$ cat config.mk
export PLATFORM = sky130hd
export DESIGN_NAME = msr_regs
export DESIGN_NICKNAME = d
export VERILOG_FILES = /design/src/hdl/msr_pkg.sv /design/src/hdl/msr_regs.sv
export SDC_FILE = /design/constraint.sdc
export NUM_CORES = 1
export LEC_CHECK = 0
export BUFFER_PORTS_ARGS = -buffer_cell sky130_fd_sc_hd__buf_2
export CAP_MARGIN = 20
export CORE_ASPECT_RATIO = 0.8
export CORE_UTILIZATION = 48
export DETAILED_ROUTE_END_ITERATION = 8
export GPL_TIMING_DRIVEN = 0
export PLACE_DENSITY = 0.74
export SLEW_MARGIN = 20
export SYNTH_ARGS = -nofsm -noshare
export SYNTH_HDL_FRONTEND = slang
export SYNTH_SLANG_ARGS = --single-unit
export TNS_END_PERCENT = 1
$ cat constraint.sdc
create_clock -name aclk -period 2.4 [get_ports aclk]
set_input_delay 0.48 -clock aclk [delete_from_list [all_inputs] [get_ports aclk]]
set_output_delay 0.48 -clock aclk [all_outputs]
set_load 0.05 [all_outputs]
$ cat src/hdl/msr_pkg.sv
// Purpose: Shared constants and types for the memory system register bank
// Assumes: 32-bit AXI4-Lite register access, 50 MHz core clock
// Notes: Offsets are byte addresses
`default_nettype none
package msr_pkg;
    localparam logic [7:0] OFF_IF = 8'h2c;
    localparam logic [7:0] OFF_IFS = 8'h30;
    localparam logic [7:0] OFF_IFC = 8'h34;
    localparam logic [7:0] OFF_IEN = 8'h38;
    localparam logic [7:0] OFF_LOCK = 8'h3c;
    localparam logic [7:0] OFF_CMD = 8'h40;
    localparam logic [7:0] OFF_HITS = 8'h44;
    localparam logic [7:0] OFF_MISSES = 8'h48;
    localparam logic [7:0] OFF_TIMEBASE = 8'h50;
    localparam logic [7:0] OFF_MASSLOCK = 8'h54;
    localparam logic [7:0] OFF_LATENCY = 8'h58;
    localparam logic [7:0] OFF_CTRL = 8'h00;
    localparam logic [7:0] OFF_READCTRL = 8'h04;
    localparam logic [7:0] OFF_WRITECTRL = 8'h08;
    localparam logic [7:0] OFF_BULK_CMD = 8'h0c;
    // Flag bit positions
    localparam int BIT_ERASE = 0;
    localparam int BIT_WRITE = 1;
    localparam int BIT_HOF = 2;
    localparam int BIT_MOF = 3;
    // Command and timebase bit positions
    localparam int BIT_FLUSH = 0;
    localparam int BIT_BEGIN = 1;
    localparam int BIT_HALT = 2;
    localparam int BIT_BULK0 = 8;
    localparam int BIT_BULK1 = 9;
    localparam int BIT_PERIOD = 16;
    localparam logic [15:0] CFG_UNLOCK_CODE = 16'h1b71;
    localparam logic [15:0] BULK_UNLOCK_CODE = 16'h631a;
    localparam logic [15:0] CFG_LOCK_RESET = 16'h0000;
    localparam logic [15:0] BULK_LOCK_RESET = 16'h0001;
    localparam logic [5:0] BASE_RESET = 6'h10;
    localparam logic [7:0] LATENCY_RESET = 8'h00;
    localparam logic [31:0] CTRL_RESET = 32'h0000_0001;
    localparam logic [31:0] READCTRL_RESET = 32'h0000_0001;
    localparam logic [31:0] WRITECTRL_RESET = 32'h0000_0000;
    localparam logic [31:0] CTRL_MASK = 32'h0000_0001;
    localparam logic [31:0] READCTRL_MASK = 32'h0000_009f;
    localparam logic [31:0] WRITECTRL_MASK = 32'h0000_0003;
    localparam int CNT_W = 20;
    localparam int LAT_EXTRA = 6;
    localparam logic [1:0] RESP_OKAY = 2'h0;
    localparam logic [1:0] RESP_SLVERR = 2'h2;

    typedef struct packed {
        logic [7:0] addr;
        logic [31:0] data;
        logic [3:0] strb;
    } msr_wreq_s;

    typedef struct packed {
        logic hit;
        logic miss;
        logic write_done;
        logic erase_done;
    } msr_event_s;
endpackage
`default_nettype wire

$ cat src/hdl/msr_regs.sv
// Purpose: Memory system register bank with flags, locks and perf counters
// Assumes: Single clock; flash and cache events arrive as one-cycle pulses
// Notes: Writes to unmapped or reserved addresses answer SLVERR
// Operation
// Miss counter overflow sets flag bit 3
// Hit counter overflow sets flag bit 2
// Write and erase completion set bits 1,0
// Flag-set write ones set flags
// Flag-clear write ones clear flags
// Four enable bits, reset cleared
// Interrupt while any enabled flag set
// Config key 0x1b71 unlocks protected registers
// Config lock bit 0 reads locked state
// Bulk lock refuses both bulk erase commands
// Key 0x631a releases bulk lock, reset locked
// Begin command restarts counters from zero
// Halt command stops counters, values held
// Flush command pulses cache invalidate strobe
// Twenty-bit hit counter since begin
// Twenty-bit miss counter since begin
// Running bit clears at counter maximum
// Period bit selects 1us or 5us
// Six-bit base field, reset 0x10
// Software uses 5us only at 1MHz
// Zero latency means no added delay
// Nonzero latency waits value plus six
// Software sets latency nine for zero jitter
`default_nettype none
module msr_regs (
    // Clock and reset
    input wire logic aclk,
    input wire logic aresetn,
    input wire logic clk_en,
    // AXI4-Lite write
    input wire logic [7:0] s_awaddr,
    input wire logic s_awvalid,
    output logic s_awready,
    input wire logic [31:0] s_wdata,
    input wire logic [3:0] s_wstrb,
    input wire logic s_wvalid,
    output logic s_wready,
    output logic [1:0] s_bresp,
    output logic s_bvalid,
    input wire logic s_bready,
    // AXI4-Lite read
    input wire logic [7:0] s_araddr,
    input wire logic s_arvalid,
    output logic s_arready,
    output logic [31:0] s_rdata,
    output logic [1:0] s_rresp,
    output logic s_rvalid,
    input wire logic s_rready,
    // Events from flash controller and cache
    input wire msr_pkg::msr_event_s events,
    // Interrupt gating
    input wire logic irq_raw,
    output logic irq,
    output logic irq_core,
    // Controls toward flash and cache
    output logic flush_instruction_cache,
    output logic bulk_erase_region0,
    output logic bulk_erase_region1,
    output logic [31:0] control_q,
    output logic [31:0] read_control_q,
    output logic [31:0] write_control_q,
    output logic timebase_period_q,
    output logic [5:0] timebase_base_q
);
    logic [3:0] flags_q;
    logic [3:0] ien_q;
    logic cfg_locked_q;
    logic bulk_locked_q;
    logic [7:0] latency_q;
    logic [19:0] hit_count_q;
    logic [19:0] miss_count_q;
    logic counters_running_q;
    msr_pkg::msr_wreq_s wreq_q;
    logic wr_fire;
    logic rd_fire;
    logic wr_ok;
    logic [31:0] rd_d;
    logic rd_ok;
    logic [3:0] set_bits;
    logic [3:0] clr_bits;
    logic [3:0] ev_bits;
    logic hit_max;
    logic miss_max;
    logic begin_cmd;
    logic halt_cmd;
    logic irq_sync1_q;
    logic irq_sync2_q;
    logic [8:0] delay_cnt_q;

    // Write channel capture, either order
    // A low ready flop marks a held beat; no comb path to the bus
    assign wr_fire = !s_awready && !s_wready && !s_bvalid;

    always_ff @(posedge aclk) begin
        if (!aresetn) begin
            s_awready <= 1'b1;
            s_wready <= 1'b1;
            wreq_q <= '0;
        end else if (clk_en) begin
            if (s_awvalid && s_awready) begin
                s_awready <= 1'b0;
                wreq_q.addr <= {s_awaddr[7:2], 2'b00};
            end else if (wr_fire) begin
                s_awready <= 1'b1;
            end
            if (s_wvalid && s_wready) begin
                s_wready <= 1'b0;
                wreq_q.data <= s_wdata;
                wreq_q.strb <= s_wstrb;
            end else if (wr_fire) begin
                s_wready <= 1'b1;
            end
        end
    end

    function automatic logic wr_to(input logic [7:0] off);
        wr_to = wr_fire && wreq_q.addr == off;
    endfunction

    always_comb begin
        case (wreq_q.addr)
            msr_pkg::OFF_IFS, msr_pkg::OFF_IFC, msr_pkg::OFF_IEN,
            msr_pkg::OFF_LOCK, msr_pkg::OFF_CMD, msr_pkg::OFF_TIMEBASE,
            msr_pkg::OFF_MASSLOCK, msr_pkg::OFF_LATENCY, msr_pkg::OFF_CTRL,
            msr_pkg::OFF_READCTRL, msr_pkg::OFF_WRITECTRL,
            msr_pkg::OFF_BULK_CMD: wr_ok = 1'b1;
            default: wr_ok = 1'b0;
        endcase
    end

    always_ff @(posedge aclk) begin
        if (!aresetn) begin
            s_bvalid <= 1'b0;
            s_bresp <= msr_pkg::RESP_OKAY;
        end else if (clk_en) begin
            if (wr_fire) begin
                s_bvalid <= 1'b1;
                s_bresp <= wr_ok ? msr_pkg::RESP_OKAY : msr_pkg::RESP_SLVERR;
            end else if (s_bready) begin
                s_bvalid <= 1'b0;
            end
        end
    end

    // Interrupt flags; set beats clear in the same cycle
    // Decoded in place: hidden reads in a function would not wake an assign
    assign set_bits = (wr_fire && wreq_q.addr == msr_pkg::OFF_IFS)
        ? wreq_q.data[3:0] : 4'h0;
    assign clr_bits = (wr_fire && wreq_q.addr == msr_pkg::OFF_IFC)
        ? wreq_q.data[3:0] : 4'h0;
    assign hit_max = &hit_count_q;
    assign miss_max = &miss_count_q;
    always_comb begin
        ev_bits = 4'h0;
        ev_bits[msr_pkg::BIT_ERASE] = events.erase_done;
        ev_bits[msr_pkg::BIT_WRITE] = events.write_done;
        ev_bits[msr_pkg::BIT_HOF] = counters_running_q && events.hit
            && hit_max;
        ev_bits[msr_pkg::BIT_MOF] = counters_running_q && events.miss
            && miss_max;
    end

    always_ff @(posedge aclk) begin
        if (!aresetn) begin
            flags_q <= 4'h0;
        end else if (clk_en) begin
            flags_q <= (flags_q & ~clr_bits) | set_bits | ev_bits;
        end
    end

    always_ff @(posedge aclk) begin
        if (!aresetn) begin
            ien_q <= 4'h0;
        end else if (clk_en && wr_to(msr_pkg::OFF_IEN)) begin
            ien_q <= wreq_q.data[3:0];
        end
    end

    // Registered so the line is a clean flop output
    always_ff @(posedge aclk) begin
        if (!aresetn) begin
            irq <= 1'b0;
        end else if (clk_en) begin
            irq <= |(flags_q & ien_q);
        end
    end

    // Lock keys
    // Any non-key write locks, so a stray write fails safe
    always_ff @(posedge aclk) begin
        if (!aresetn) begin
            cfg_locked_q <= msr_pkg::CFG_LOCK_RESET[0];
            bulk_locked_q <= msr_pkg::BULK_LOCK_RESET[0];
        end else if (clk_en) begin
            if (wr_to(msr_pkg::OFF_LOCK)) begin
                cfg_locked_q <= wreq_q.data[15:0]
                    != msr_pkg::CFG_UNLOCK_CODE;
            end
            if (wr_to(msr_pkg::OFF_MASSLOCK)) begin
                bulk_locked_q <= wreq_q.data[15:0]
                    != msr_pkg::BULK_UNLOCK_CODE;
            end
        end
    end

    // Protected configuration; locked writes are dropped silently
    always_ff @(posedge aclk) begin
        if (!aresetn) begin
            control_q <= msr_pkg::CTRL_RESET;
            read_control_q <= msr_pkg::READCTRL_RESET;
            write_control_q <= msr_pkg::WRITECTRL_RESET;
            timebase_period_q <= 1'b0;
            timebase_base_q <= msr_pkg::BASE_RESET;
        end else if (clk_en && !cfg_locked_q) begin
            if (wr_to(msr_pkg::OFF_CTRL)) begin
                control_q <= wreq_q.data & msr_pkg::CTRL_MASK;
            end
            if (wr_to(msr_pkg::OFF_READCTRL)) begin
                read_control_q <= wreq_q.data & msr_pkg::READCTRL_MASK;
            end
            if (wr_to(msr_pkg::OFF_WRITECTRL)) begin
                write_control_q <= wreq_q.data & msr_pkg::WRITECTRL_MASK;
            end
            if (wr_to(msr_pkg::OFF_TIMEBASE)) begin
                timebase_period_q <= wreq_q.data[msr_pkg::BIT_PERIOD];
                timebase_base_q <= wreq_q.data[5:0];
            end
        end
    end

    always_ff @(posedge aclk) begin
        if (!aresetn) begin
            latency_q <= msr_pkg::LATENCY_RESET;
        end else if (clk_en && wr_to(msr_pkg::OFF_LATENCY)) begin
            latency_q <= wreq_q.data[7:0];
        end
    end

    // Command strobes, one cycle each
    // Bulk strobes are gated by the lock at issue time
    assign begin_cmd = wr_fire && wreq_q.addr == msr_pkg::OFF_CMD
        && wreq_q.data[msr_pkg::BIT_BEGIN];
    assign halt_cmd = wr_fire && wreq_q.addr == msr_pkg::OFF_CMD
        && wreq_q.data[msr_pkg::BIT_HALT];
    always_ff @(posedge aclk) begin
        if (!aresetn) begin
            flush_instruction_cache <= 1'b0;
            bulk_erase_region0 <= 1'b0;
            bulk_erase_region1 <= 1'b0;
        end else if (clk_en) begin
            flush_instruction_cache <= wr_to(msr_pkg::OFF_CMD)
                && wreq_q.data[msr_pkg::BIT_FLUSH];
            bulk_erase_region0 <= wr_to(msr_pkg::OFF_BULK_CMD)
                && wreq_q.data[msr_pkg::BIT_BULK0] && !bulk_locked_q;
            bulk_erase_region1 <= wr_to(msr_pkg::OFF_BULK_CMD)
                && wreq_q.data[msr_pkg::BIT_BULK1] && !bulk_locked_q;
        end
    end

    // Performance counters; at maximum the counter wraps and stops
    // Begin wins over halt when both bits come in one write
    always_ff @(posedge aclk) begin
        if (!aresetn) begin
            hit_count_q <= '0;
            miss_count_q <= '0;
            counters_running_q <= 1'b0;
        end else if (clk_en) begin
            if (begin_cmd) begin
                hit_count_q <= '0;
                miss_count_q <= '0;
                counters_running_q <= 1'b1;
            end else if (halt_cmd) begin
                counters_running_q <= 1'b0;
            end else if (counters_running_q) begin
                if (events.hit) begin
                    hit_count_q <= hit_count_q + 20'h1;
                end
                if (events.miss) begin
                    miss_count_q <= miss_count_q + 20'h1;
                end
                if ((events.hit && hit_max) || (events.miss && miss_max)) begin
                    counters_running_q <= 1'b0;
                end
            end
        end
    end

    // Interrupt latency gate toward the core
    // Nine-bit count so latency 255 plus six cannot wrap
    always_ff @(posedge aclk) begin
        if (!aresetn) begin
            irq_sync1_q <= 1'b0;
            irq_sync2_q <= 1'b0;
        end else if (clk_en) begin
            irq_sync1_q <= irq_raw;
            irq_sync2_q <= irq_sync1_q;
        end
    end

    always_ff @(posedge aclk) begin
        if (!aresetn) begin
            delay_cnt_q <= '0;
            irq_core <= 1'b0;
        end else if (clk_en) begin
            if (!irq_sync2_q) begin
                delay_cnt_q <= '0;
                irq_core <= 1'b0;
            end else if (latency_q == 8'h00) begin
                irq_core <= 1'b1;
            end else if (delay_cnt_q >= {1'b0, latency_q}
                         + 9'(msr_pkg::LAT_EXTRA) - 9'h1) begin
                irq_core <= 1'b1;
            end else begin
                delay_cnt_q <= delay_cnt_q + 9'h1;
            end
        end
    end

    // Read channel
    // Write-only words read as zero; unmapped ones answer an error
    always_comb begin
        rd_d = 32'h0;
        rd_ok = 1'b1;
        case ({s_araddr[7:2], 2'b00})
            msr_pkg::OFF_IF: rd_d[3:0] = flags_q;
            msr_pkg::OFF_IEN: rd_d[3:0] = ien_q;
            msr_pkg::OFF_LOCK: rd_d[0] = cfg_locked_q;
            msr_pkg::OFF_MASSLOCK: rd_d[0] = bulk_locked_q;
            msr_pkg::OFF_HITS: rd_d[19:0] = hit_count_q;
            msr_pkg::OFF_MISSES: rd_d[19:0] = miss_count_q;
            msr_pkg::OFF_TIMEBASE: begin
                rd_d[msr_pkg::BIT_PERIOD] = timebase_period_q;
                rd_d[5:0] = timebase_base_q;
            end
            msr_pkg::OFF_LATENCY: rd_d[7:0] = latency_q;
            msr_pkg::OFF_CTRL: rd_d = control_q;
            msr_pkg::OFF_READCTRL: rd_d = read_control_q;
            msr_pkg::OFF_WRITECTRL: begin
                rd_d = write_control_q;
                rd_d[8] = counters_running_q;
            end
            msr_pkg::OFF_IFS, msr_pkg::OFF_IFC, msr_pkg::OFF_CMD,
            msr_pkg::OFF_BULK_CMD: rd_d = 32'h0;
            default: rd_ok = 1'b0;
        endcase
    end

    assign rd_fire = s_arvalid && s_arready;
    always_ff @(posedge aclk) begin
        if (!aresetn) begin
            s_arready <= 1'b1;
            s_rvalid <= 1'b0;
            s_rdata <= 32'h0;
            s_rresp <= msr_pkg::RESP_OKAY;
        end else if (clk_en) begin
            if (rd_fire) begin
                s_arready <= 1'b0;
                s_rvalid <= 1'b1;
                s_rdata <= rd_d;
                s_rresp <= rd_ok ? msr_pkg::RESP_OKAY : msr_pkg::RESP_SLVERR;
            end else if (s_rvalid && s_rready) begin
                s_rvalid <= 1'b0;
                s_arready <= 1'b1;
            end
        end
    end
endmodule // msr_regs
`default_nettype wire

# Word level (Yosys, flattened, before mapping)
# Index checks and enable logic that the tools add are counted.
[classes]
add_sub_neg = 5
order_cmp = 1
eq_ne = 31
n_mux = 40
bitwise_logic = 5
reduce_logical = 73
[op_table]
columns = ["operator", "n"]
rows = [
  ["$mux W20", 8],
  ["$eq A6 B5 Y1 const B", 10],
  ["$eq A6 B4 Y1 const B", 9],
  ["$add A20 B1 Y20 const B", 2],
  ["$reduce_and A20 Y1", 2],
  ["$logic_and A1 B1 Y1", 34],
  ["$reduce_and A2 Y1", 15],
  ["$mux W9", 3],
  ["$eq A6 B2 Y1 const B", 4],
  ["$pmux W3 S8", 1],
  ["$pmux W8 S3", 1],
  ["$mux W1", 18],
  ["$logic_not A8 Y1", 2],
  ["$ne A16 B13 Y1 const B", 1],
  ["$ne A16 B15 Y1 const B", 1],
  ["$reduce_or A15 Y1", 1],
  ["$reduce_bool A2 Y1", 7],
  ["$eq A6 B1 Y1 const B", 2],
  ["$reduce_or A12 Y1", 1],
  ["$pmux W1 S11", 1],
  ["$pmux W2 S5", 1],
  ["$add A8 B3 Y9 const B", 1],
  ["$add A9 B1 Y9 const B", 1],
  ["$ge A9 B9 Y1", 1],
  ["other kinds (17)", 28],
]
[totals]
regBits = 143
output_inout_bits = 149
elab_cells = 186

# Depth between registers and ports, before layout
# Gate-level depths: netlist of the first run.
[depth]
word_depth = 9
mapped_depth = 11

# Worst setup path before layout of the first run
# Ideal clock, no wire load.
[synth_timing]
path_type = "register to register"
from = "register latency_q[2]"
to = "register delay_cnt_q[7]"
setup_ns = 0.120
arrival_time_ns = 2.486
slack_ns = -0.206
stages_incl_launch_ff = 12
n_path_buf = 2
cell_sequence = "dfxtp_1 -> clkbuf_1 -> a21oi_1 -> and3b_1 -> xnor2_1 -> ha_1 -> a21oi_1 -> a21boi_0 -> a211o_1 -> clkbuf_1 -> o311a_1 -> o31a_1"
[synth_via]
elab_chain_len = 5
elab_cells_between_ends = 7
[synth_lines]
columns = ["item", "line", "rtl"]
rows = [
  ["from (decl)", "msr_regs.sv:73", "logic [7:0] latency_q;"],
  ["from (signal assigned)", "msr_regs.sv:237", "latency_q <= msr_pkg::LATENCY_RESET;"],
  ["from (signal assigned)", "msr_regs.sv:239", "latency_q <= wreq_q.data[7:0];"],
  ["$add A8 B3 Y9", "msr_regs.sv:315", "+ 9'(msr_pkg::LAT_EXTRA) - 9'h1) begin"],
  ["$sub A9 B1 Y9", "msr_regs.sv:315", ""],
  ["$ge A9 B9 Y1", "msr_regs.sv:314", "end else if (delay_cnt_q >= {1'b0, latency_q}"],
  ["$ne A2 B2 Y1 (no source line)", "--", ""],
  ["$reduce_and A3 Y1 (no source line) (*)", "--", ""],
  ["to (signal assigned)", "msr_regs.sv:318", "delay_cnt_q <= delay_cnt_q + 9'h1;"],
  ["to (decl)", "msr_regs.sv:92", "logic [8:0] delay_cnt_q;"],
]
# Mark *: on every way between the ends. The rest lies on a longest branch, timed or not.
# A chain may end at the register's enable or synchronous reset.

# Worst setup path in the final report of the first run
[layout_timing]
from = "register latency_q[1]"
to = "register delay_cnt_q[7]"
# Same word-level chain as after synthesis.

==> results of run 1 <==
==> worst min-delay path: stages <==
cell     delay, ps
buf_2           70
mux2i_1         50
nor2_1          70
==> registers in the layout (all words and copies together) (netlist names), 2 cells and up <==
register and count:
delay_cnt_q 9, flags_q 4, hit_count_q 20, ien_q 4, latency_q 8, miss_count_q 20, read_control_q 6, s_rdata 20
timebase_base_q 6, wreq_q 23, write_control_q 2
==> final timing paths <==
path                                      end  slack [ps]  cells past startpoint
hold reg to reg       s_rdata[7]$_SDFFE_PN0P_         460                      2
setup / recovery  delay_cnt_q[7]$_SDFFE_PN0P_        -130                      9
hold / removal        wreq_q[42]$_SDFFE_PN0P_         280                      3
setup reg to reg  delay_cnt_q[7]$_SDFFE_PN0P_        -130                      9
==> power by group through the flow <==
stage          logic [uW]  clock network (uW)  registers (uW)
2_1_floorplan         669                   0            2560
3_3_place_gp          894                   0            2480
3_5_place_dp          899                   0            2480
4_1_cts               902                2550            2420
5_1_grt               976                2670            2430
6_report              917                2550            2430
==> cell usage after synthesis, types with 5 or more instances <==
master / number / area [um2]
dfxtp_1: 141 / 2820
nor2_1: 109 / 409
buf_4: 102 / 766
nand2_1: 84 / 315
a21oi_1: 48 / 240
clkbuf_1: 39 / 146
mux2i_1: 37 / 370
nand3_1: 36 / 180
xor2_1: 34 / 298
o21ai_0: 33 / 165
nor3_1: 29 / 145
a221oi_1: 15 / 131
and3_1: 14 / 87.6
ha_1: 14 / 175
o2111ai_1: 14 / 123
o211ai_1: 14 / 105
buf_2: 12 / 60.1
inv_1: 12 / 45.0
and2_1: 9 / 56.3
and4_1: 9 / 78.8
nand4_1: 9 / 56.3
a31oi_1: 8 / 50.1
or3_1: 7 / 43.8
a211oi_1: 5 / 37.5
a22oi_1: 5 / 37.5
nand3b_1: 5 / 37.5
nor2b_1: 5 / 31.3
==> metrics by stage <==
stage	utilization, %	instances
final	61.0	1380
after global routing	61.0	1380
after CTS	60.4	1377
after detailed placement	56.2	1340
after global placement	56.2	1340
after floorplan	-	1038
==> kinds of logic after synthesis <==
kind of cell / after synthesis / synth area share (%)
multiplexers: 40 / 5.20
buffers and inverters: 171 / 13.4
AND/OR/NAND/NOR: 350 / 22.4
adder cells (fa/ha/maj): 14 / 2.25
flip-flops: 141 / 36.3
XOR/XNOR: 36 / 4.06
AO/OA/AOI/OAI: 185 / 16.3
other: 1 / 0.0483
==> layout make-up <==
type / count / share of cell area, %
buffer: 155 / 10.2
clock inverter: 11 / 1.13
timing repair buffer: 98 / 5.38
tap: 215 / 2.79
sequential: 141 / 29.5
multi-input combinational: 726 / 45.7
clock buffer: 21 / 4.78
inverter: 13 / 0.519
==> routing by layer <==
layer	up-vias	track usage (%)	share of wire, %
li1	3588	-	-
met1	3402	39.7	46
met2	380	37.0	41
met3	42	7.77	11
met4	0	9.96	2.6
met5	-	0	0
==> what timing repair did <==
action,in CTS,in global routing
pin swaps,5,12
setup buffers,7,4
gates resized for setup,17,23
endpoints found under the setup margin,23,55
hold buffers,0,0
cloned,0,0
==> summary.txt, run 1 <==
Outcome: finished, violations left
DRT Wirelength: 22.6 mm
Fin crit period: 2530 ps
Post-synthesis cell count: 938
Placed cell area: 8890 um2
GR Util All Layers: 27.0%
Leakage Power: 0.00420 uW
Routed WL per cell: 16.4 um
ANT nets after route: 0
Final Skew: 11.3 ps
Ys async rst share: 0%
Antenna cells: 0
Area delta synth->final: 24.0%
Initial core utilization: 49.2%
Multi-input gate area: 4400 um2
Total of max-cap violations: 0
Clock latency on the worst-skew pair: 430 ps
Failing checks: setup timing
Drt drc: 0
Startpoint types: register
Via Count: 7412
CTS HTree Levels: 4
RSZ-0062 raised after global routing: yes
R2R Path Start: latency_q[1]$_SDFFE_PN0P_
Final Wtd Congestion: 0.951
Clk slew on worst S/H paths: 60 ps
Crit. Startpoint: latency_q[1]$_SDFFE_PN0P_
Num CTS Buffers: 17
Combinational Power Share: 15.6%
Total Nets Final: 1231
# clock sinks: 141
Yosys cell types: 71
Hold_sp: s_awaddr[6]
Relative max-transition margin: 47.0%
WS Path Type: register to register
Maximum VDD drop: 449 uV
Ports: 214
Number of I/O port buffers: 87
CTS tree: done
Worst Hold Class: input port to register
Yosys reg bits: 141
Buf/Inv on CP: 0
Grt ovf: 0
PwrDens: 611 nW/um2
Final Slew Violations: 0
DP HPWL: 16.6 mm
WP data required: 2710 ps
Final Cycle Share: 106%
Arrival time worst endpoint: 2850 ps
Min Hold Slack: 281 ps
Critical-path top delay cell: dfxtp_4
Final worst slack: -134 ps
Total core area: 15800 um2
Layout cells sized above 1: 24.5%
Die Ht: 116 um
Ys flop type: dfxtp_1
Final setup viols: 5
Yosys warning count: 0
First-pass GRT wire length: 34.0 mm
Rows: 41
Reg power frac: 41.2%
Fillers: 1438
Initial antenna violation count: 0
Slew @ Worst Pin: 795 ps
Largest net degree at the start of global routing: 17
Post-Syn Area: 7770 um2
Die X: 144 um
Fin. Hold Viols: 0
Largest stage delay, worst path: 370 ps
Commonest cells after routing, fill and taps aside: dfxtp_1, buf_4, nor2_1, conb_1, buf_2
CP cell instances: a21oi_4, and3b_2, xnor2_2, ha_1, a21oi_2, a21boi_2, a211o_4, o311a_1, o31a_1
Initial DRC Count: 849
Via density: 5.37
Root Buffer: clkbuf_16
Syn avg cell area: 8.28 um2
Crit path max fanout: 6
Commonest non-fill, non-tap cell in the layout: dfxtp_1
Switching share of power: 30.1%
Peak Freq: 395 MHz
Int Pwr: 4110 uW
Setup TNS: -392 ps
Clk pwr share: 43.2%
Vias in the first global route: 6205
Sequential fraction of the synthesis area: 36.3%
Delay-heaviest family, CP: compound AO/OA/AOI/OAI gates
FF/Latch Area: 2850 um2
Die ar.: 16700 um2
Place WS: -461 ps
Fin area: 9640 um2
Clk buf depth: 2
Count of TritonRoute iterations in the first routing pass: 7
Pwr Total: 5890 uW
Number of synthesized flops with an enable pin: 0
Switching power: 1780 uW
CP Capture Type: register
(Power assumes the default switching activity.)
==> inputs of run 2 (changes only) <==
--- a/config.mk
+++ b/config.mk
@@ -10,8 +10,8 @@
 export CORE_ASPECT_RATIO = 0.8
 export CORE_UTILIZATION = 48
 export DETAILED_ROUTE_END_ITERATION = 8
-export GPL_TIMING_DRIVEN = 0
 export PLACE_DENSITY = 0.74
+export REMOVE_ABC_BUFFERS = 1
 export SLEW_MARGIN = 20
 export SYNTH_ARGS = -nofsm -noshare
 export SYNTH_HDL_FRONTEND = slang
==> run 2 against run 1 <==
  * The run now ends clean
  * Critical path depth unchanged
  * Sequential cell count is the same
  * Cell count decreased by 8.1%
  * First-iteration DRC count shrank 35%
  * Non-clock buffer count shrank 113
  * Global-route usage is 2.4 points lower
  * Worst hold slack improved by 4.0 ps
  * Sequential share of layout area up 1.9 points
  * Clock skew decreased by 1.6 ps
  * Largest power group unchanged
  * Highest routed layer unchanged
==> summary.txt, run 2 (same netlist as run 1, synthesis figures left out) <==
Final Skew: 9.72 ps (-1.60 ps)
WS Path Type: register to register
CTS tree: done
Drt drc: 0 (unchanged)
Area delta synth->final: 15.6%
Routed WL per cell: 15.7 um (-4.2%)
Largest stage delay, worst path: 370 ps (about the same)
RSZ-0062 raised after global routing: yes
Clk slew on worst S/H paths: 60 ps (about the same)
Arrival time worst endpoint: 2700 ps (-150 ps)
CP Capture Type: register
GR Util met2: 36.3% (-0.74 points)
Via density: 5.47 (+1.8%)
Largest net degree at the start of global routing: 77 (+60)
Largest Register: wreq_q
Outcome: finished clean
Critical-path top delay cell: o311a_1
Fin crit period: 2400 ps (-139 ps)
Global route hottest layer: met2
WP data required: 2710 ps (about the same)
Final Slew Violations: 0 (unchanged)
GR Util All Layers: 24.7% (-2.4 points)
Via Count: 6932 (-6.5%)
CTS HTree Levels: 4 (unchanged)
Fin. Hold Viols: 0 (unchanged)
Leakage Power: 0.00377 uW (-10%)
R2R Setup Slk: 4 ps (+140 ps)
Slew @ Worst Pin: 675 ps (-120 ps)
Clk buf depth: 2 (unchanged)
Die ar.: 16700 um2 (unchanged)
Num CTS Buffers: 17 (unchanged)
Fillers: 1460 (+1.5%)
CP dominant cell by count: a21oi_2
DRT Wirelength: 19.9 mm (-12%)
Layout cells sized above 1: 18.9% (-5.5 points)
First-pass GRT wire length: 31.7 mm (-7.0%)
Initial core utilization: 49.2% (unchanged)
Peak Freq: 417 MHz (+5.8%)
ANT nets after route: 0 (unchanged)
Number of I/O port buffers: 89 (+2.3%)
Grt ovf: 0 (unchanged)
Final Wtd Congestion: 0.912 (-4.1%)
PwrDens: 660 nW/um2 (+8.0%)
Total core area: 15800 um2 (unchanged)
Total of max-cap violations: 0 (unchanged)
Maximum VDD drop: 486 uV (+8.3%)
Vias in the first global route: 6093 (-1.8%)
Largest register FFs: 23 (unchanged)
Die X: 144 um (unchanged)
# clock sinks: 141 (unchanged)
Crit path max fanout: 4 (-2)
Total Nets Final: 1118 (-9.2%)
Clock latency on the worst-skew pair: 430 ps (about the same)
Commonest non-fill, non-tap cell in the layout: dfxtp_1
Ports: 214 (unchanged)
Met3 usage in global routing: 7.07% (-0.70 points)
Rows: 41 (unchanged)
Root Buffer: clkbuf_16
Count of TritonRoute iterations in the first routing pass: 6 (-1)
Initial antenna violation count: 1 (+1)
Commonest cells after routing, fill and taps aside: dfxtp_1, nor2_1, conb_1, buf_2, nand2_1
Pwr Total: 5930 uW (+0.69%)
Initial DRC Count: 555 (-35%)
DP HPWL: 14.6 mm (-12%)
Final Cycle Share: 99.8% (-5.8 points)
Startpoint types: register
CP cell instances: a21oi_2, and3b_1, xnor2_2, ha_4, a21oi_2, a21boi_1, a211o_1, o311a_1, o31a_1
Die Ht: 116 um (unchanged)
Worst Hold Class: input port to register
Relative max-transition margin: 53.9% (+6.8 points)
Grt met1 use: 35.1% (-4.6 points)
Final setup viols: 0 (-5)
Final core occ: 56.8% (-4.1 points)
run 2: changes by cell type in the layout (fill, tap and decap cells not counted), sizes merged:
cell / before / now
diode: 0 / 1
inv: 16 / 18
bufinv: 1 / 3
clkinv: 6 / 5
buf: 215 / 140
clkbuf: 59 / 18
run 2: layer usage:
metal / vias to the layer above / part of all wire (%)
met2: 318 / 43
met1: 3238 / 47
met3: 17 / 9.1
met5: - / 0
met4: 0 / 0.94
li1: 3359 / -
run 2: cell type report:
cell class              instances  area, um2  area share [%]
repair buffers                140        866            9.64
multi-input cells             726       4360            48.5
flip-flops and latches        141       2820            31.4
clock inverters                14        184            2.05
clock buffers                  18        429            4.78
inverters                      13       48.8           0.543
well taps                     215        269            3.00
diodes                          1       2.50          0.0279
run 2: critical path: cells and delay by family, from the launching register on:
family / cells / cell delay [ps]
AND/OR/NAND/NOR: 1 / 220
adder cells (fa/ha/maj): 1 / 240
AO/OA/AOI/OAI: 6 / 1300
XOR/XNOR: 1 / 180
flip-flops: 1 / 330
run 2: worst paths after layout:
path,to,from,cells after the start
worst max-delay path,delay_cnt_q[8]$_SDFFE_PN0P_,latency_q[1]$_SDFFE_PN0P_,9
worst min-delay path,wreq_q[38]$_SDFFE_PN0P_,s_awaddr[2],3
worst max register to register,delay_cnt_q[8]$_SDFFE_PN0P_,latency_q[1]$_SDFFE_PN0P_,9
worst min register to register,s_rdata[6]$_SDFFE_PN0P_,s_rdata[6]$_SDFFE_PN0P_,2
run 2: per-stage QoR:
step           setup TNS [ps]  area [um2]  hold slack (ps)  instances  setup WS (ps)
3_5_place_dp             -166        8270              450       1232          -86.1
6_report                    0        8980              285       1268           4.47
4_1_cts                 -5.06        8900              272       1266          -3.64
2_1_floorplan           -7130        7150              436        880           -323
5_1_grt                  -317        8980              280       1267          -97.6
3_3_place_gp            -76.6        8270              438       1232          -39.7
run 2: power breakdown:
group	internal, uW	switching, uW
registers	2390	51.9
logic	137	626
clock network	1660	1070
run 2: what timing repair did:
| item | in CTS | in global routing |
|---|---|---|
| hold buffers | 0 | 0 |
| pin swaps | 10 | 8 |
| setup buffers | 2 | 1 |
| resized for setup | 7 | 14 |
| endpoints found under the setup margin | 3 | 9 |
==> inputs of run 3 (changes only) <==
--- a/config.mk
+++ b/config.mk
@@ -5,12 +5,13 @@
 export SDC_FILE = /design/constraint.sdc
 export NUM_CORES = 1
 export LEC_CHECK = 0
+export ABC_CLOCK_PERIOD_IN_PS = 2400
 export BUFFER_PORTS_ARGS = -buffer_cell sky130_fd_sc_hd__buf_2
 export CAP_MARGIN = 20
 export CORE_ASPECT_RATIO = 0.8
 export CORE_UTILIZATION = 48
 export DETAILED_ROUTE_END_ITERATION = 8
-export PLACE_DENSITY = 0.74
+export PLACE_DENSITY = 0.77
 export REMOVE_ABC_BUFFERS = 1
 export SLEW_MARGIN = 20
 export SYNTH_ARGS = -nofsm -noshare
==> run 3 against run 2 <==
  * The flow now finishes with violations (setup timing)
  * Critical path depth did not move
  * Utilization fell by 0.055 points
  * Fmax fell by 0.62%
  * Global-route usage rose by 0.62 points
==> summary.txt, run 3 (same netlist as run 1, synthesis figures left out) <==
Peak Freq: 415 MHz (-0.62%)
Commonest non-fill, non-tap cell in the layout: dfxtp_1
Initial core utilization: 49.2% (unchanged)
Final setup viols: 2 (+2)
Drt drc: 0 (unchanged)
Relative max-transition margin: 49.8% (-4.1 points)
Leakage Power: 0.00374 uW (-0.61%)
ANT nets after route: 0 (unchanged)
DRT Wirelength: 20.5 mm (+3.0%)
Via Count: 7006 (+1.1%)
WP data required: 2710 ps (about the same)
Critical-path top delay cell: dfxtp_4
Maximum VDD drop: 497 uV (+2.4%)
Largest Register: wreq_q
Final Cycle Share: 100% (+0.63 points)
RSZ-0062 raised after global routing: yes
Highest metal used: met4
Die X: 144 um (unchanged)
FF-to-FF End: delay_cnt_q[8]$_SDFFE_PN0P_
R2r worst-path depth: 9 (unchanged)
CP cell instances: a21oi_4, and3b_1, xnor2_1, ha_1, a21oi_2, a21boi_2, a211o_1, o311a_1, o31a_1
Clk buf depth: 2 (unchanged)
Placed cell area: 8270 um2 (about the same)
Root Buffer: clkbuf_16
Initial DRC Count: 652 (+17%)
Initial antenna violation count: 1 (unchanged)
First-pass GRT wire length: 32.4 mm (+2.5%)
Vias in the first global route: 6222 (+2.1%)
Grt ovf: 0 (unchanged)
Area delta synth->final: 15.5% (about the same)
Largest stage delay, worst path: 370 ps (about the same)
Setup TNS: -12.4 ps (-12.4 ps)
Arrival time worst endpoint: 2720 ps (+20 ps)
Largest register FFs: 23 (unchanged)
Wl on met1: 9.47 mm (+2.0%)
Crit. Startpoint: latency_q[0]$_SDFFE_PN0P_
Crit path max fanout: 4 (unchanged)
Worst Hold Class: input port to register
Clock latency on the worst-skew pair: 420 ps (about the same)
Critical path endpoint: delay_cnt_q[8]$_SDFFE_PN0P_
Fin area: 8970 um2 (about the same)
R2R Path Start: latency_q[0]$_SDFFE_PN0P_
CP Capture Type: register
Final worst slack: -10.6 ps (-15.0 ps)
Final Skew: 7.76 ps (-1.96 ps)
Met2 routed WL: 9.01 mm (+4.1%)
Startpoint types: register
Die ar.: 16700 um2 (unchanged)
# clock sinks: 141 (unchanged)
Number of I/O port buffers: 89 (unchanged)
WS Path Type: register to register
Fin. Hold Viols: 0 (unchanged)
Via density: 5.54 (+1.4%)
Fin crit period: 2410 ps (+15.0 ps)
Count of TritonRoute iterations in the first routing pass: 5 (-1)
Met3 wire len: 1.84 mm (+1.1%)
Total core area: 15800 um2 (unchanged)
Final Slew Violations: 0 (unchanged)
# Post-CTS Setup Buffers: 0 (-2)
Failing checks: setup timing
Final core occ: 56.8% (about the same)
Total of max-cap violations: 0 (unchanged)
Fillers: 1404 (-3.8%)
DP HPWL: 14.6 mm (about the same)
Ports: 214 (unchanged)
Die Ht: 116 um (unchanged)
Num CTS Buffers: 17 (unchanged)
Slew @ Worst Pin: 752 ps (+77.2 ps)
Total Nets Final: 1114 (-0.36%)
Clk slew on worst S/H paths: 60 ps (about the same)
Layout cells sized above 1: 18.5% (-0.40 points)
PwrDens: 662 nW/um2 (+0.26%)
CTS tree: done
GR Util All Layers: 25.3% (+0.62 points)
Rows: 41 (unchanged)
Routed WL per cell: 16.2 um (+3.3%)
Commonest cells after routing, fill and taps aside: dfxtp_1, nor2_1, conb_1, buf_2, nand2_1
Min Hold Slack: 289 ps (+4.06 ps)
R2R Setup Slk: -10 ps (-20 ps)
CTS HTree Levels: 4 (unchanged)
Outcome: finished, violations left
Largest net degree at the start of global routing: 77 (unchanged)
Final Wtd Congestion: 0.886 (-2.8%)
-- run 3: changes by cell type in the layout (fill, tap and decap cells not counted), sizes merged --
cell | before | now
clkinvlp | 1 | 6
buf | 140 | 136
inv | 18 | 12
clkbuf | 18 | 19
-- run 3: routing by layer --
layer	vias to the layer above	global-route usage, %
met5	-	0
met4	0	6.95
met3	17	5.95
met2	317	38.1
met1	3316	36.0
li1	3356	-
-- run 3: per-stage QoR --
stage | worst slack (ps) | power, uW | cells
after global placement | -75.6 | 3240 | 1231
after floorplan | -323 | 3060 | 880
after global routing | -99.2 | 6120 | 1263
after CTS | 0.693 | 5960 | 1263
final | -10.6 | 5940 | 1264
after detailed placement | -93.6 | 3250 | 1231
-- run 3: power breakdown --
part	internal (uW)	total (uW)	leakage, uW	switching [uW]
Sequential	2390	2440	0.00114	51.9
Combinational	137	767	0.00232	630
Clock	1690	2730	0.000283	1040
-- run 3: worst min path at each step --
| stage | from | end | slack [ps] | cells past startpoint |
|---|---|---|---|---|
| floorplan | wreq_q[20]$_SDFFE_PN0P_ | wreq_q[20]$_SDFFE_PN0P_ | 440 | 2 |
| global placement | s_rdata[6]$_SDFFE_PN0P_ | s_rdata[6]$_SDFFE_PN0P_ | 440 | 2 |
| detailed placement | s_rdata[6]$_SDFFE_PN0P_ | s_rdata[6]$_SDFFE_PN0P_ | 440 | 2 |
| CTS | s_awaddr[4] | wreq_q[40]$_SDFFE_PN0P_ | 280 | 3 |
| global route | s_wdata[13] | wreq_q[17]$_SDFFE_PN0P_ | 280 | 3 |
| finish | s_awaddr[4] | wreq_q[40]$_SDFFE_PN0P_ | 290 | 3 |
-- run 3: cell type report --
cell class                      instances  area (um2)  share of cell area, %
Tap cell                              215         269                   3.00
Inverter                               13        48.8                  0.544
Clock inverter                         13         166                   1.85
Clock buffer                           19         453                   5.05
Antenna cell                            1        2.50                 0.0279
Timing Repair Buffer                  136         852                   9.50
Multi-Input combinational cell        726        4350                   48.5
Sequential cell                       141        2830                   31.5
-- run 3: repair_timing --
item / 4_1_cts / 5_1_grt
pin swaps: 10 / 5
hold buffers: 0 / 0
resized for setup: 6 / 16
setup endpoints to repair: 4 / 9
-- run 3: critical path, delay by kind of cell, from the launching register on --
family                   cells  cell delay (ps)
adder cells (fa/ha/maj)      1              330
AND/OR/NAND/NOR              1              200
flip-flops                   1              370
AO/OA/AOI/OAI                6             1280
XOR/XNOR                     1              130
